`config.mk`:
```
export PLATFORM = sky130hd
export DESIGN_NAME = aof_accel_format
export DESIGN_NICKNAME = d
export VERILOG_FILES = /design/src/hdl/aof_pkg.sv /design/src/hdl/aof_accel_format.sv
export SDC_FILE = /design/constraint.sdc
export NUM_CORES = 1
export LEC_CHECK = 0
export BUFFER_PORTS_ARGS = -buffer_cell sky130_fd_sc_hd__buf_4
export CELL_PAD_IN_SITES_DETAIL_PLACEMENT = 0
export CELL_PAD_IN_SITES_GLOBAL_PLACEMENT = 1
export CORE_MARGIN = 2
export CORE_UTILIZATION = 35
export DETAILED_ROUTE_END_ITERATION = 10
export PLACE_DENSITY_LB_ADDON = 0.1
export REMOVE_ABC_BUFFERS = 1
export SETUP_SLACK_MARGIN = 0.5
export SLEW_MARGIN = 20
export SYNTH_ARGS = -nofsm -noshare
export SYNTH_HDL_FRONTEND = slang
export SYNTH_SLANG_ARGS = --single-unit
```
`constraint.sdc`:
```
create_clock -name clock -period 12.91 [get_ports clock]
set_input_delay 1.9365 -clock clock [delete_from_list [all_inputs] [get_ports clock]]
set_output_delay 1.9365 -clock clock [all_outputs]
set_load 0.05 [all_outputs]
```
`src/hdl/aof_pkg.sv`:
```
// Behaviour
// - Each axis reads as a 10-bit two's-complement code; 2g step is 4 mg.
// - Zero is all zeros, one step below is all ones, codes rise monotonically; low-power mode clears the 3 low bits, so one step below reads 0x3F8.
// - The 10g range uses the same code sequence with a five-times wider step.
// - Host writes one to the self-test bit; device then applies the test deflection.
// - Self test works in both ranges and both power modes, all axes together.
// - Active self test shifts output 300 counts at 2g, 60 counts at 10g.
// - The self-test shift stays constant until the host writes the bit to zero.
// - During self test the output is measured acceleration plus offset, never replaced.
// - Acceleration along an axis reference direction gives a positive code.
// - SPI slave with active-low select, clock, data in, data out, plus interrupt pin.
// - Three separate 10-bit signed codes are held, one per axis.
package aof_pkg;

    // ==========================================================
    // Register map
    localparam int          ADDR_W       = 7;
    localparam int          DATA_W       = 16;
    localparam logic [6:0]  OFS_CTRL     = 7'h00;
    localparam logic [6:0]  OFS_X        = 7'h01;
    localparam logic [6:0]  OFS_Y        = 7'h02;
    localparam logic [6:0]  OFS_Z        = 7'h03;
    localparam logic [6:0]  OFS_STATUS   = 7'h04;

    // ==========================================================
    // Control fields
    localparam int          CTRL_SELFTEST = 0;
    localparam int          CTRL_RANGE10G = 1;
    localparam int          CTRL_LOWPOWER = 2;
    localparam int          CTRL_W        = 3;
    localparam logic [2:0]  CTRL_RESET    = 3'h0;

    // ==========================================================
    // Status fields
    localparam int          STAT_NEWDATA  = 0;
    localparam int          STAT_SELFTEST = 1;

    // ==========================================================
    // Output code
    localparam int            CODE_W      = 10;
    localparam logic [9:0]    CODE_MAX    = 10'h1FF;
    localparam logic [9:0]    CODE_MIN    = 10'h200;
    localparam int            STEP_2G_MG  = 4;
    localparam int            RANGE_RATIO = 5;
    localparam logic [9:0]    ST_OFS_2G   = 10'h12C;
    localparam logic [9:0]    ST_OFS_10G  = 10'h03C;
    localparam int            LP_DROP     = 3;

    // ==========================================================
    // Serial frame: command byte (read flag, address) then data word
    localparam int          CMD_W         = 8;
    localparam int          FRAME_W       = CMD_W + DATA_W;
    localparam int          CNT_W         = 5;

endpackage : aof_pkg

```
`src/hdl/aof_accel_format.sv`:
```
`timescale 1ns/1ps
module aof_accel_format
    import aof_pkg::*;
#(
    parameter int RAW_W = 16
) (
    input  wire logic              clock,
    input  wire logic              rst_n,
    input  wire logic signed [RAW_W-1:0] accel_x_mg,
    input  wire logic signed [RAW_W-1:0] accel_y_mg,
    input  wire logic signed [RAW_W-1:0] accel_z_mg,
    input  wire logic              sample_valid,
    input  wire logic [ADDR_W-1:0] reg_addr,
    input  wire logic [DATA_W-1:0] reg_wdata,
    input  wire logic              reg_write,
    input  wire logic              reg_read,
    output logic [DATA_W-1:0]      reg_rdata,
    input  wire logic              device_select_n,
    input  wire logic              spi_sclk,
    input  wire logic              spi_mosi,
    output logic                   spi_miso,
    output logic                   spi_miso_oe,
    output logic                   accel_int,
    output logic                   selftest_drive,
    output logic                   range_10g_drive
);

    typedef enum logic [2:0] {
        AOF_IDLE = 3'b001,
        AOF_CMD  = 3'b010,
        AOF_DATA = 3'b100
    } aof_spi_state_t;

    // ==========================================================
    // Control register
    logic [CTRL_W-1:0]       ctrl_reg;
    logic [CODE_W-1:0]       code_reg [3];
    logic                    new_data_reg;
    logic                    spi_wr_pulse;
    logic [ADDR_W-1:0]       spi_addr_reg;
    logic [DATA_W-1:0]       spi_shift_reg;

    // Plain port wins when both sources write in the same cycle
    always_ff @(posedge clock or negedge rst_n) begin
        if (!rst_n) begin
            ctrl_reg <= CTRL_RESET;
        end else if (reg_write && reg_addr == OFS_CTRL) begin
            ctrl_reg <= reg_wdata[CTRL_W-1:0];
        end else if (spi_wr_pulse && spi_addr_reg == OFS_CTRL) begin
            ctrl_reg <= spi_shift_reg[CTRL_W-1:0];
        end
    end

    // ==========================================================
    // Actuator drives
    // Registered copies keep the pins glitch free while software rewrites control
    always_ff @(posedge clock or negedge rst_n) begin
        if (!rst_n) begin
            selftest_drive <= 1'b0;
        end else begin
            selftest_drive <= ctrl_reg[CTRL_SELFTEST];
        end
    end

    always_ff @(posedge clock or negedge rst_n) begin
        if (!rst_n) begin
            range_10g_drive <= 1'b0;
        end else begin
            range_10g_drive <= ctrl_reg[CTRL_RANGE10G];
        end
    end

    // ==========================================================
    // Per-axis formatting
    logic signed [RAW_W-1:0] raw_in [3];
    logic [CODE_W-1:0]       code_next [3];

    assign raw_in[0] = accel_x_mg;
    assign raw_in[1] = accel_y_mg;
    assign raw_in[2] = accel_z_mg;

    // Input sign already follows the axis reference direction; no inversion here
    genvar g;
    generate
        for (g = 0; g < 3; g++) begin : g_axis
            logic signed [RAW_W+1:0] q2g;
            logic signed [RAW_W+1:0] q10g;
            logic signed [RAW_W+1:0] scaled;
            logic signed [RAW_W+1:0] offset;
            logic signed [RAW_W+1:0] sum;
            logic signed [RAW_W+1:0] sat;

            always_comb begin
                // Floor division keeps -1 step as all ones in both ranges
                q2g  = (RAW_W+2)'(raw_in[g]) >>> $clog2(STEP_2G_MG);
                if (q2g < 0) begin
                    q10g = (q2g - (RAW_W+2)'(RANGE_RATIO - 1)) / (RAW_W+2)'(RANGE_RATIO);
                end else begin
                    q10g = q2g / (RAW_W+2)'(RANGE_RATIO);
                end
                scaled = ctrl_reg[CTRL_RANGE10G] ? q10g : q2g;
                if (!ctrl_reg[CTRL_SELFTEST]) begin
                    offset = '0;
                end else if (ctrl_reg[CTRL_RANGE10G]) begin
                    offset = (RAW_W+2)'(ST_OFS_10G);
                end else begin
                    offset = (RAW_W+2)'(ST_OFS_2G);
                end
                sum = scaled + offset;
                if (sum > (RAW_W+2)'(signed'(CODE_MAX))) begin
                    sat = (RAW_W+2)'(signed'(CODE_MAX));
                end else if (sum < -(RAW_W+2)'(signed'(CODE_MAX)) - 1) begin
                    sat = (RAW_W+2)'(-(RAW_W+2)'(signed'(CODE_MAX)) - 1);
                end else begin
                    sat = sum;
                end
                code_next[g] = sat[CODE_W-1:0];
                if (ctrl_reg[CTRL_LOWPOWER]) begin
                    // Reduced resolution: low bits dropped, still monotonic
                    code_next[g][LP_DROP-1:0] = '0;
                end
            end

            always_ff @(posedge clock or negedge rst_n) begin
                if (!rst_n) begin
                    code_reg[g] <= '0;
                end else if (sample_valid) begin
                    code_reg[g] <= code_next[g];
                end
            end
        end
    endgenerate

    // ==========================================================
    // Register read mux
    function automatic logic [DATA_W-1:0] read_mux(input logic [ADDR_W-1:0] a);
        logic [DATA_W-1:0] v;
        v = '0;
        unique case (a)
            OFS_CTRL:   v[CTRL_W-1:0] = ctrl_reg;
            OFS_X:      v = {{(DATA_W-CODE_W){code_reg[0][CODE_W-1]}}, code_reg[0]};
            OFS_Y:      v = {{(DATA_W-CODE_W){code_reg[1][CODE_W-1]}}, code_reg[1]};
            OFS_Z:      v = {{(DATA_W-CODE_W){code_reg[2][CODE_W-1]}}, code_reg[2]};
            OFS_STATUS: begin
                v[STAT_NEWDATA]  = new_data_reg;
                v[STAT_SELFTEST] = ctrl_reg[CTRL_SELFTEST];
            end
            default:    v = '0;
        endcase
        return v;
    endfunction : read_mux

    always_ff @(posedge clock or negedge rst_n) begin
        if (!rst_n) begin
            reg_rdata <= '0;
        end else if (reg_read) begin
            reg_rdata <= read_mux(reg_addr);
        end else begin
            reg_rdata <= '0;
        end
    end

    // ==========================================================
    // Serial pin synchronisers
    logic [1:0] sel_sync_reg;
    logic [1:0] sck_sync_reg;
    logic [1:0] mosi_sync_reg;
    logic       sck_prev_reg;

    // Select resets to its idle level so reset release never looks like a frame start
    always_ff @(posedge clock or negedge rst_n) begin
        if (!rst_n) begin
            sel_sync_reg <= 2'h3;
        end else begin
            sel_sync_reg <= {sel_sync_reg[0], device_select_n};
        end
    end

    // Serial clock idles low in mode 0, so a low reset value gives no false edge
    always_ff @(posedge clock or negedge rst_n) begin
        if (!rst_n) begin
            sck_sync_reg <= 2'h0;
        end else begin
            sck_sync_reg <= {sck_sync_reg[0], spi_sclk};
        end
    end

    always_ff @(posedge clock or negedge rst_n) begin
        if (!rst_n) begin
            mosi_sync_reg <= 2'h0;
        end else begin
            mosi_sync_reg <= {mosi_sync_reg[0], spi_mosi};
        end
    end

    // Edge detection reads only the settled second stage
    always_ff @(posedge clock or negedge rst_n) begin
        if (!rst_n) begin
            sck_prev_reg <= 1'b0;
        end else begin
            sck_prev_reg <= sck_sync_reg[1];
        end
    end

    logic selected;
    logic sck_rise;
    logic sck_fall;
    assign selected = !sel_sync_reg[1];
    assign sck_rise = sck_sync_reg[1] && !sck_prev_reg;
    assign sck_fall = !sck_sync_reg[1] && sck_prev_reg;

    // ==========================================================
    // Serial frame engine (mode 0, MSB first)
    aof_spi_state_t    spi_state_reg;
    logic [CNT_W-1:0]  bit_cnt_reg;
    logic              spi_read_reg;
    logic [DATA_W-1:0] spi_out_reg;
    logic              spi_rd_pulse;

    always_ff @(posedge clock or negedge rst_n) begin
        if (!rst_n) begin
            spi_state_reg <= AOF_IDLE;
            bit_cnt_reg   <= '0;
            spi_read_reg  <= 1'b0;
            spi_addr_reg  <= '0;
            spi_shift_reg <= '0;
            spi_wr_pulse  <= 1'b0;
            spi_rd_pulse  <= 1'b0;
        end else begin
            spi_wr_pulse <= 1'b0;
            spi_rd_pulse <= 1'b0;
            if (!selected) begin
                // Deselect aborts any partial frame
                spi_state_reg <= AOF_IDLE;
                bit_cnt_reg   <= '0;
            end else begin
                unique case (spi_state_reg)
                    AOF_IDLE: begin
                        spi_state_reg <= AOF_CMD;
                        bit_cnt_reg   <= '0;
                    end
                    AOF_CMD: begin
                        if (sck_rise) begin
                            spi_shift_reg <= {spi_shift_reg[DATA_W-2:0], mosi_sync_reg[1]};
                            bit_cnt_reg   <= bit_cnt_reg + 1'b1;
                            if (bit_cnt_reg == CNT_W'(CMD_W - 1)) begin
                                spi_read_reg  <= spi_shift_reg[CMD_W-2];
                                spi_addr_reg  <= {spi_shift_reg[ADDR_W-2:0], mosi_sync_reg[1]};
                                spi_rd_pulse  <= 1'b1;
                                spi_state_reg <= AOF_DATA;
                            end
                        end
                    end
                    AOF_DATA: begin
                        if (sck_rise) begin
                            spi_shift_reg <= {spi_shift_reg[DATA_W-2:0], mosi_sync_reg[1]};
                            bit_cnt_reg   <= bit_cnt_reg + 1'b1;
                            if (bit_cnt_reg == CNT_W'(FRAME_W - 1)) begin
                                spi_wr_pulse  <= !spi_read_reg;
                                spi_state_reg <= AOF_IDLE;
                            end
                        end
                    end
                endcase
            end
        end
    end

    // ==========================================================
    // Serial data out
    // Read data is captured once the address is known, shifted on falling clock
    always_ff @(posedge clock or negedge rst_n) begin
        if (!rst_n) begin
            spi_out_reg <= '0;
        end else if (spi_rd_pulse) begin
            spi_out_reg <= spi_read_reg ? read_mux(spi_addr_reg) : '0;
        end else if (spi_state_reg == AOF_DATA && sck_fall) begin
            spi_out_reg <= {spi_out_reg[DATA_W-2:0], 1'b0};
        end
    end

    // Line held low while deselected so a shared bus sees no stale bit
    always_ff @(posedge clock or negedge rst_n) begin
        if (!rst_n) begin
            spi_miso <= 1'b0;
        end else if (!selected) begin
            spi_miso <= 1'b0;
        end else if (!spi_rd_pulse && spi_state_reg == AOF_DATA && sck_fall) begin
            spi_miso <= spi_out_reg[DATA_W-1];
        end
    end

    always_ff @(posedge clock or negedge rst_n) begin
        if (!rst_n) begin
            spi_miso_oe <= 1'b0;
        end else begin
            spi_miso_oe <= selected;
        end
    end

    // ==========================================================
    // New-data flag drives the interrupt pin; a new sample beats a clearing read
    logic data_read;
    logic plain_axis_rd;
    logic spi_axis_rd;
    assign plain_axis_rd = reg_read && (reg_addr == OFS_X || reg_addr == OFS_Y || reg_addr == OFS_Z);
    assign spi_axis_rd   = spi_rd_pulse && spi_read_reg
                         && (spi_addr_reg == OFS_X || spi_addr_reg == OFS_Y || spi_addr_reg == OFS_Z);
    assign data_read     = plain_axis_rd || spi_axis_rd;

    always_ff @(posedge clock or negedge rst_n) begin
        if (!rst_n) begin
            new_data_reg <= 1'b0;
        end else if (sample_valid) begin
            new_data_reg <= 1'b1;
        end else if (data_read) begin
            new_data_reg <= 1'b0;
        end
    end

    // One cycle of lag buys a clean flop-driven pin
    always_ff @(posedge clock or negedge rst_n) begin
        if (!rst_n) begin
            accel_int <= 1'b0;
        end else begin
            accel_int <= new_data_reg;
        end
    end

endmodule : aof_accel_format

```
# --- Word-level counts from Yosys, hierarchy flattened ---
# Cells that the tools add are included.
totals:
  out_inout_bits: 21
  word_cells: 144
  ram_bits: 0
  mem_count: 0
  latch_bits: 0
  regBits: 103
  mem_bits_ro: 0
op_classes:
  bitwise_logic: 1
  addsub: 7
  n_reduce_logical: 30
  n_eq_ne: 18
  div: 6
  mux: 50
  magnitude_cmp: 9
  shift: 0
  mul: 0
ops:
  columns: ["operator", "count"]
  rows:
  - ["18-bit by 4-bit divider with 18-bit output, second input constant", 6]
  - ["18-bit 2-to-1 mux", 6]
  - ["13-bit case mux with 3 select lines", 2]
  - ["16-bit 2-to-1 mux", 4]
  - ["10-bit 2-to-1 mux", 6]
  - ["18-bit by 10-bit adder with 18-bit output", 3]
  - ["18-bit by 10-bit greater-than comparator with 1-bit output, second input constant", 3]
  - ["18-bit by 10-bit < comparator with 1-bit output, second input constant", 3]
  - ["14-bit by 4-bit subtractor with 15-bit output, second input constant", 3]
  - ["14-bit by 1-bit < comparator with 1-bit output, second input constant", 3]
  - ["3-bit 2-to-1 mux", 10]
  - ["7-bit by 2-bit equality test with 1-bit output, second input constant", 4]
  - ["2-bit case mux with 5 select lines", 2]
  - ["9-bit 2-to-1 mux", 2]
  - ["7-bit by 1-bit equality test with 1-bit output, second input constant", 2]
  - ["7-bit by 3-bit equality test with 1-bit output, second input constant", 2]
  - ["7-bit logical NOT", 2]
  - ["1-bit 2-to-1 mux", 12]
  - ["3-bit inequality test, second input constant", 4]
  - ["1-bit logical AND", 10]
  - ["5-bit 2-to-1 mux", 2]
  - ["5-bit case mux with 2 select lines", 1]
  - ["3-bit case mux with 3 select lines", 1]
  - ["1-bit case mux with 4 select lines", 2]
  - ["14 further kinds", 26]

# --- Logic depth before layout (Yosys ltp) ---
logic_depth:
  ltp_word: 9
  depth_mapped: 51

# --- Least setup slack after synthesis ---
# No wires, ideal clock.
synth_timing:
  path_type: "input port to flip-flop"
  startpoint: "in accel_x_mg[4]"
  endpoint: "reg code_reg[21] (netlist name)"
  path_stages: 44
  setup_slack_ns: 1.542
  arrival_ns: 11.245
  setup_ns: 0.123
  cell_sequence: "buf_2 inv_1 ha_1 or3b_2 o32ai_2 a22oi_1 or4_1 a41o_1 or4_4 buf_6 and3_4 o211ai_1 mux2i_1 or4_4 o21ai_2 o21ai_1 o32ai_4 nand3_1 [... 8 more ...] a221oi_1 a2111oi_0 ha_1 nand2_1 o21ai_0 xnor2_1 mux2_2 ha_1 nor2b_1 o21ai_0 nand2b_1 a41oi_1 o41ai_2 mux2_1 a31oi_1 or3_4 a221oi_2 o2bb2ai_1"
synth_via:
  elab_chain_len: 9
synth_lines:
  columns: ["element", "line_no", "rtl"]
  rows:
  - ["from (decl)", "aof_accel_format.sv:9", "input wire logic signed [RAW_W-1:0] accel_x_mg,"]
  - ["14-bit by 4-bit subtractor with 15-bit output", "aof_accel_format.sv:97", "q10g = (q2g - (RAW_W+2)'(RANGE_RATIO - 1)) / (RAW_W+2)'(RANGE_RATIO);"]
  - ["18-bit by 4-bit divider with 18-bit output", "aof_accel_format.sv:97", null]
  - ["18-bit 2-to-1 mux", "aof_accel_format.sv:96", "if (q2g < 0) begin"]
  - ["18-bit 2-to-1 mux (*)", "aof_accel_format.sv:101", "scaled = ctrl_reg[CTRL_RANGE10G] ? q10g : q2g;"]
  - ["18-bit by 10-bit adder with 18-bit output (*)", "aof_accel_format.sv:109", "sum = scaled + offset;"]
  - ["18-bit by 10-bit < comparator with 1-bit output", "aof_accel_format.sv:112", "end else if (sum < -(RAW_W+2)'(signed'(CODE_MAX)) - 1) begin"]
  - ["10-bit 2-to-1 mux", "aof_accel_format.sv:112", null]
  - ["10-bit 2-to-1 mux (*)", "aof_accel_format.sv:110", "if (sum > (RAW_W+2)'(signed'(CODE_MAX))) begin"]
  - ["3-bit 2-to-1 mux (*)", "aof_accel_format.sv:118", "if (ctrl_reg[CTRL_LOWPOWER]) begin"]
  - ["to (signal, indexed assignment)", "aof_accel_format.sv:128", "code_reg[g] <= code_next[g];"]
  - ["to (decl)", "aof_accel_format.sv:37", "logic [CODE_W-1:0] code_reg [3];"]
# Every way passes the cells marked *; elsewhere a longest branch is shown, timed or not.
# A chain may end at the register's enable or synchronous reset.

# --- Worst setup path after layout ---
layout_timing:
  startpoint: "in accel_z_mg[4]"
  endpoint: "reg code_reg[2] (netlist name)"
layout_via:
  elab_chain_len: 9
layout_lines:
  columns: ["element", "line_no", "rtl"]
  rows:
  - ["from (decl)", "aof_accel_format.sv:11", "input wire logic signed [RAW_W-1:0] accel_z_mg,"]
  - ["14-bit by 4-bit subtractor with 15-bit output", "aof_accel_format.sv:97", null]
  - ["18-bit by 4-bit divider with 18-bit output", "aof_accel_format.sv:97", null]
  - ["18-bit 2-to-1 mux", "aof_accel_format.sv:96", null]
  - ["18-bit 2-to-1 mux (*)", "aof_accel_format.sv:101", null]
  - ["18-bit by 10-bit adder with 18-bit output (*)", "aof_accel_format.sv:109", null]
  - ["18-bit by 10-bit < comparator with 1-bit output", "aof_accel_format.sv:112", null]
  - ["10-bit 2-to-1 mux", "aof_accel_format.sv:112", null]
  - ["10-bit 2-to-1 mux (*)", "aof_accel_format.sv:110", null]
  - ["3-bit 2-to-1 mux (*)", "aof_accel_format.sv:118", null]
# Marked as above.

==> results.py <==
metrics = {
    "run_status": {
        "outcome": "finished, final reports clean",
    },
    "route": {
        "drc": 0,
        "drt-initial-drc-count": 1045,
        "totalWireLength_mm": 45.0,
        "drt_pre_antenna_iters": 5,
        "avgViaCountPerCell": 5.93,
        "total_via_count_in_the_routed_design": 14600,
        "drtAntennaViolNets": 0,
        "routedWlPerCell_um": 18.2,
    },
    "placed_design": {
        "routabilityCongestion": 0.871,
        "preCtsSetupSlack_ns": 0.384,
        "hpwlAfterDp_mm": 34.4,
        "buffer_ports.inserted": 80,
    },
    "sta": {
        "timing.clock.skew_ns": 0.00672,
        "timing.final.max_slew_violations": 0,
        "finalSetupTns_ns": 0,
        "slack_of_the_critical_path_ns": 1.19,
        "worstMarginPinSlew_ns": 1.04,
        "max_clock_freq_mhz": 85.3,
        "timing.final.crit_share_pct": 90.8,
        "relSlewSlack_pct": 30.5,
        "total_count_of_hold_check_failures_in_the_final_report": 0,
        "timing.final.setup_violations": 0,
        "setup_repair_after_global_routing_missed_its_margin": "false",
        "min_period_ns": 11.72,
    },
    "grt": {
        "grt_max_degree": 74,
        "grt_antenna_before_repair": 0,
        "number_of_global_route_vias_before_repair": 13800,
        "globalRoute.totalOverflow": 0,
        "grt_util_all_layers_pct": 21.3,
        "first_pass_grt_wire_length_mm": 73.6,
    },
    "die": {
        "chipWidth_um": 204,
        "chipHeight_um": 204,
        "design.die.area_um2": 41500,
        "initial_utilization_pct": 35.3,
        "design.core.area_um2": 39500,
        "floorplan.io_pins": 100,
        "core.rowCount": 73,
    },
    "logic_synthesis": {
        "post-synth-top-area-cell": "sky130_fd_sc_hd__dfrtp_1",
        "mapped_area_um2": 14000,
        "seq_area_frac_synth_pct": 17.4,
        "synth_top_area_share_pct": 16.8,
        "synth_ff_type": "sky130_fd_sc_hd__dfrtp_1",
        "async_reset_ff_share_pct": 100,
        "synth_edf_count": 0,
        "ys.warnings.count": 0,
        "post_synth_inst_count": 1886,
        "post_synth.cell_area_avg_um2": 7.41,
        "synth.top_cells.by_area": "sky130_fd_sc_hd__dfrtp_1 (17%), sky130_fd_sc_hd__nand2_1 (5.9%), sky130_fd_sc_hd__xnor2_1 (5.5%), sky130_fd_sc_hd__nor2_1 (5.0%), sky130_fd_sc_hd__a21oi_1 (4.3%)",
        "synth-seq-cells": 97,
        "synth.lib_cells_used.distinct": 133,
    },
    "worst_setup_path": {
        "cp.required_ns": 13.13,
        "worstPathMaxFanout": 13,
        "worst_path_max_delay_cell": "sky130_fd_sc_hd__or4_1",
        "critPathMostFrequentCell": "sky130_fd_sc_hd__inv_1",
        "worst_path_largest_cell_delay_ns": 0.58,
        "timing_worst_setup_path_type": "primary input to register",
        "end_kind": "register",
        "cp.arrival_ns": 11.93,
        "critPathBufInv": 8,
        "cp-start-kind": "primary input",
        "cp_top_family": "compound AO/OA/AOI/OAI gates",
    },
    "finish": {
        "drive_gt1_share_pct": 16.5,
        "utilization_pct": 39.9,
        "layout_common_cells": "sky130_fd_sc_hd__nand2_1 (220), sky130_fd_sc_hd__nor2_1 (186), sky130_fd_sc_hd__buf_4 (153)",
        "final.fill_count": 4241,
        "largest_reg_flops": 30,
        "antenna_cells": 0,
        "area_growth_pct": 13.0,
        "finalNetCount": 2057,
        "layout_commonest_cell": "sky130_fd_sc_hd__nand2_1",
    },
    "job": {
        "max-cap-violations": 0,
    },
    "power_and_ir_drop": {
        "power_leakage_nw": 6.22,
        "maximum_vdd_ir_drop_v": 0.0000699,
        "power_density_over_cell_area_nw_per_um2": 131,
    },
    "min_path": {
        "type_of_the_most_critical_hold_path": "register to register",
    },
    "clocking": {
        "ctsHtreeMaxLevel": 3,
        "clock_tree_buf_depth": 2,
        "clock_latency_ns": 0.35,
        "cts_hold_repair.buffers": 0,
        "tritoncts.num_buffers": 9,
        "cts.sinks": 97,
        "tritoncts": "built",
        "clk_transition_reported_paths_ns": 0.06,
        "ctsRootBufferMaster": "sky130_fd_sc_hd__clkbuf_16",
    },
}
## layout make-up
class / count / area [um^2] / area share (%)
tap: 525 / 657 / 4.16
sequential: 97 / 2430 / 15.4
inverter: 64 / 240 / 1.52
clock buffer: 13 / 280 / 1.77
clock inverter: 3 / 46.3 / 0.293
multi-input combinational: 1612 / 11000 / 69.5
timing repair buffer: 154 / 1160 / 7.35
## Yosys cell counts, types with 12 or more instances
cell                       count
sky130_fd_sc_hd__nand2_1     220
sky130_fd_sc_hd__nor2_1      187
sky130_fd_sc_hd__a21oi_1     121
sky130_fd_sc_hd__dfrtp_1      94
sky130_fd_sc_hd__o21ai_0      87
sky130_fd_sc_hd__xnor2_1      87
sky130_fd_sc_hd__nand3_1      68
sky130_fd_sc_hd__clkbuf_1     67
sky130_fd_sc_hd__inv_1        62
sky130_fd_sc_hd__nor3_1       57
sky130_fd_sc_hd__a31oi_1      45
sky130_fd_sc_hd__xor2_1       42
sky130_fd_sc_hd__ha_1         37
sky130_fd_sc_hd__nand2b_1     37
sky130_fd_sc_hd__o211ai_1     30
sky130_fd_sc_hd__mux2_2       29
sky130_fd_sc_hd__a22oi_1      25
sky130_fd_sc_hd__nor4_1       25
sky130_fd_sc_hd__a211oi_1     21
sky130_fd_sc_hd__o31ai_1      21
sky130_fd_sc_hd__buf_2        20
sky130_fd_sc_hd__mux2i_1      20
sky130_fd_sc_hd__nand4_1      19
sky130_fd_sc_hd__o22ai_1      19
sky130_fd_sc_hd__a21o_1       18
sky130_fd_sc_hd__nor2b_1      18
sky130_fd_sc_hd__or3_1        18
sky130_fd_sc_hd__and3_1       17
sky130_fd_sc_hd__o21a_1       15
sky130_fd_sc_hd__o21ai_1      14
sky130_fd_sc_hd__buf_1        13
sky130_fd_sc_hd__or4_1        12
## path summary, 6_finish.rpt
check                      cells after the start  slack, ns        startpoint          endpoint
max in group asynchronous                      2      10.22             rst_n    spi_out_reg[6]
setup reg to reg                              13       8.97       ctrl_reg[1]      code_reg[21]
setup / recovery                              45       1.19     accel_z_mg[4]       code_reg[2]
min in group asynchronous                      1       1.52             rst_n    selftest_drive
hold reg to reg                                0       0.35  mosi_sync_reg[0]  mosi_sync_reg[1]
hold / removal                                 0       0.35  mosi_sync_reg[0]  mosi_sync_reg[1]
## cells by family after synthesis
family	synth area share [%]
flops	17.4
mux	4.82
buf+inv	5.37
fa+ha+maj	3.97
compound gates	33.1
xor+xnor	8.20
simple gates	27.2
## worst reg2reg max path, stage by stage (launching register included)
cell and delay, ns:
sky130_fd_sc_hd__dfrtp_2 0.39, sky130_fd_sc_hd__buf_4 0.36, sky130_fd_sc_hd__inv_1 0.19, sky130_fd_sc_hd__buf_4 0.30
sky130_fd_sc_hd__nor2_1 0.21, sky130_fd_sc_hd__a221o_1 0.42, sky130_fd_sc_hd__nor4_4 0.34, sky130_fd_sc_hd__nand2_1 0.16
sky130_fd_sc_hd__a2111oi_1 0.42, sky130_fd_sc_hd__o32ai_1 0.16, sky130_fd_sc_hd__o32ai_1 0.28, sky130_fd_sc_hd__a311o_2 0.34
sky130_fd_sc_hd__nand2_1 0.11, sky130_fd_sc_hd__o2bb2ai_1 0.18
## per-stage QoR
stage / hold slack (ns) / total power (W) / cell area (um^2) / std cells
floorplan: 0.331 / 0.00133 / 13500 / 1773
global route: 0.359 / 0.00226 / 15800 / 2468
detailed placement: 0.340 / 0.00174 / 15200 / 2441
CTS: 0.356 / 0.00203 / 15500 / 2457
finish: 0.352 / 0.00207 / 15800 / 2468
global placement: 0.339 / 0.00173 / 15200 / 2441
## timing repair
action | 4_1_cts | 5_1_grt
gates resized for setup | 0 | 40
setup buffers | 0 | 11
endpoints found under the setup margin | 0 | 28
## per-layer routing
metal	vias to the layer above	track usage (%)	part of all wire (%)
li1	7208	-	-
met3	45	1.31	3.4
met1	7044	31.0	50
met5	-	0	0
met4	0	4.38	1.4
met2	327	34.6	45
## report_power, final
group	leakage [nW]	switching [W]	total, W	internal, W
clock network	0.158	0.000111	0.000283	0.000172
registers	1.22	0.0000310	0.000367	0.000336
logic	4.83	0.000820	0.00142	0.000598
total	6.22	0.000962	0.00207	0.00111
No activity file was read; power rests on OpenSTA's default activity.
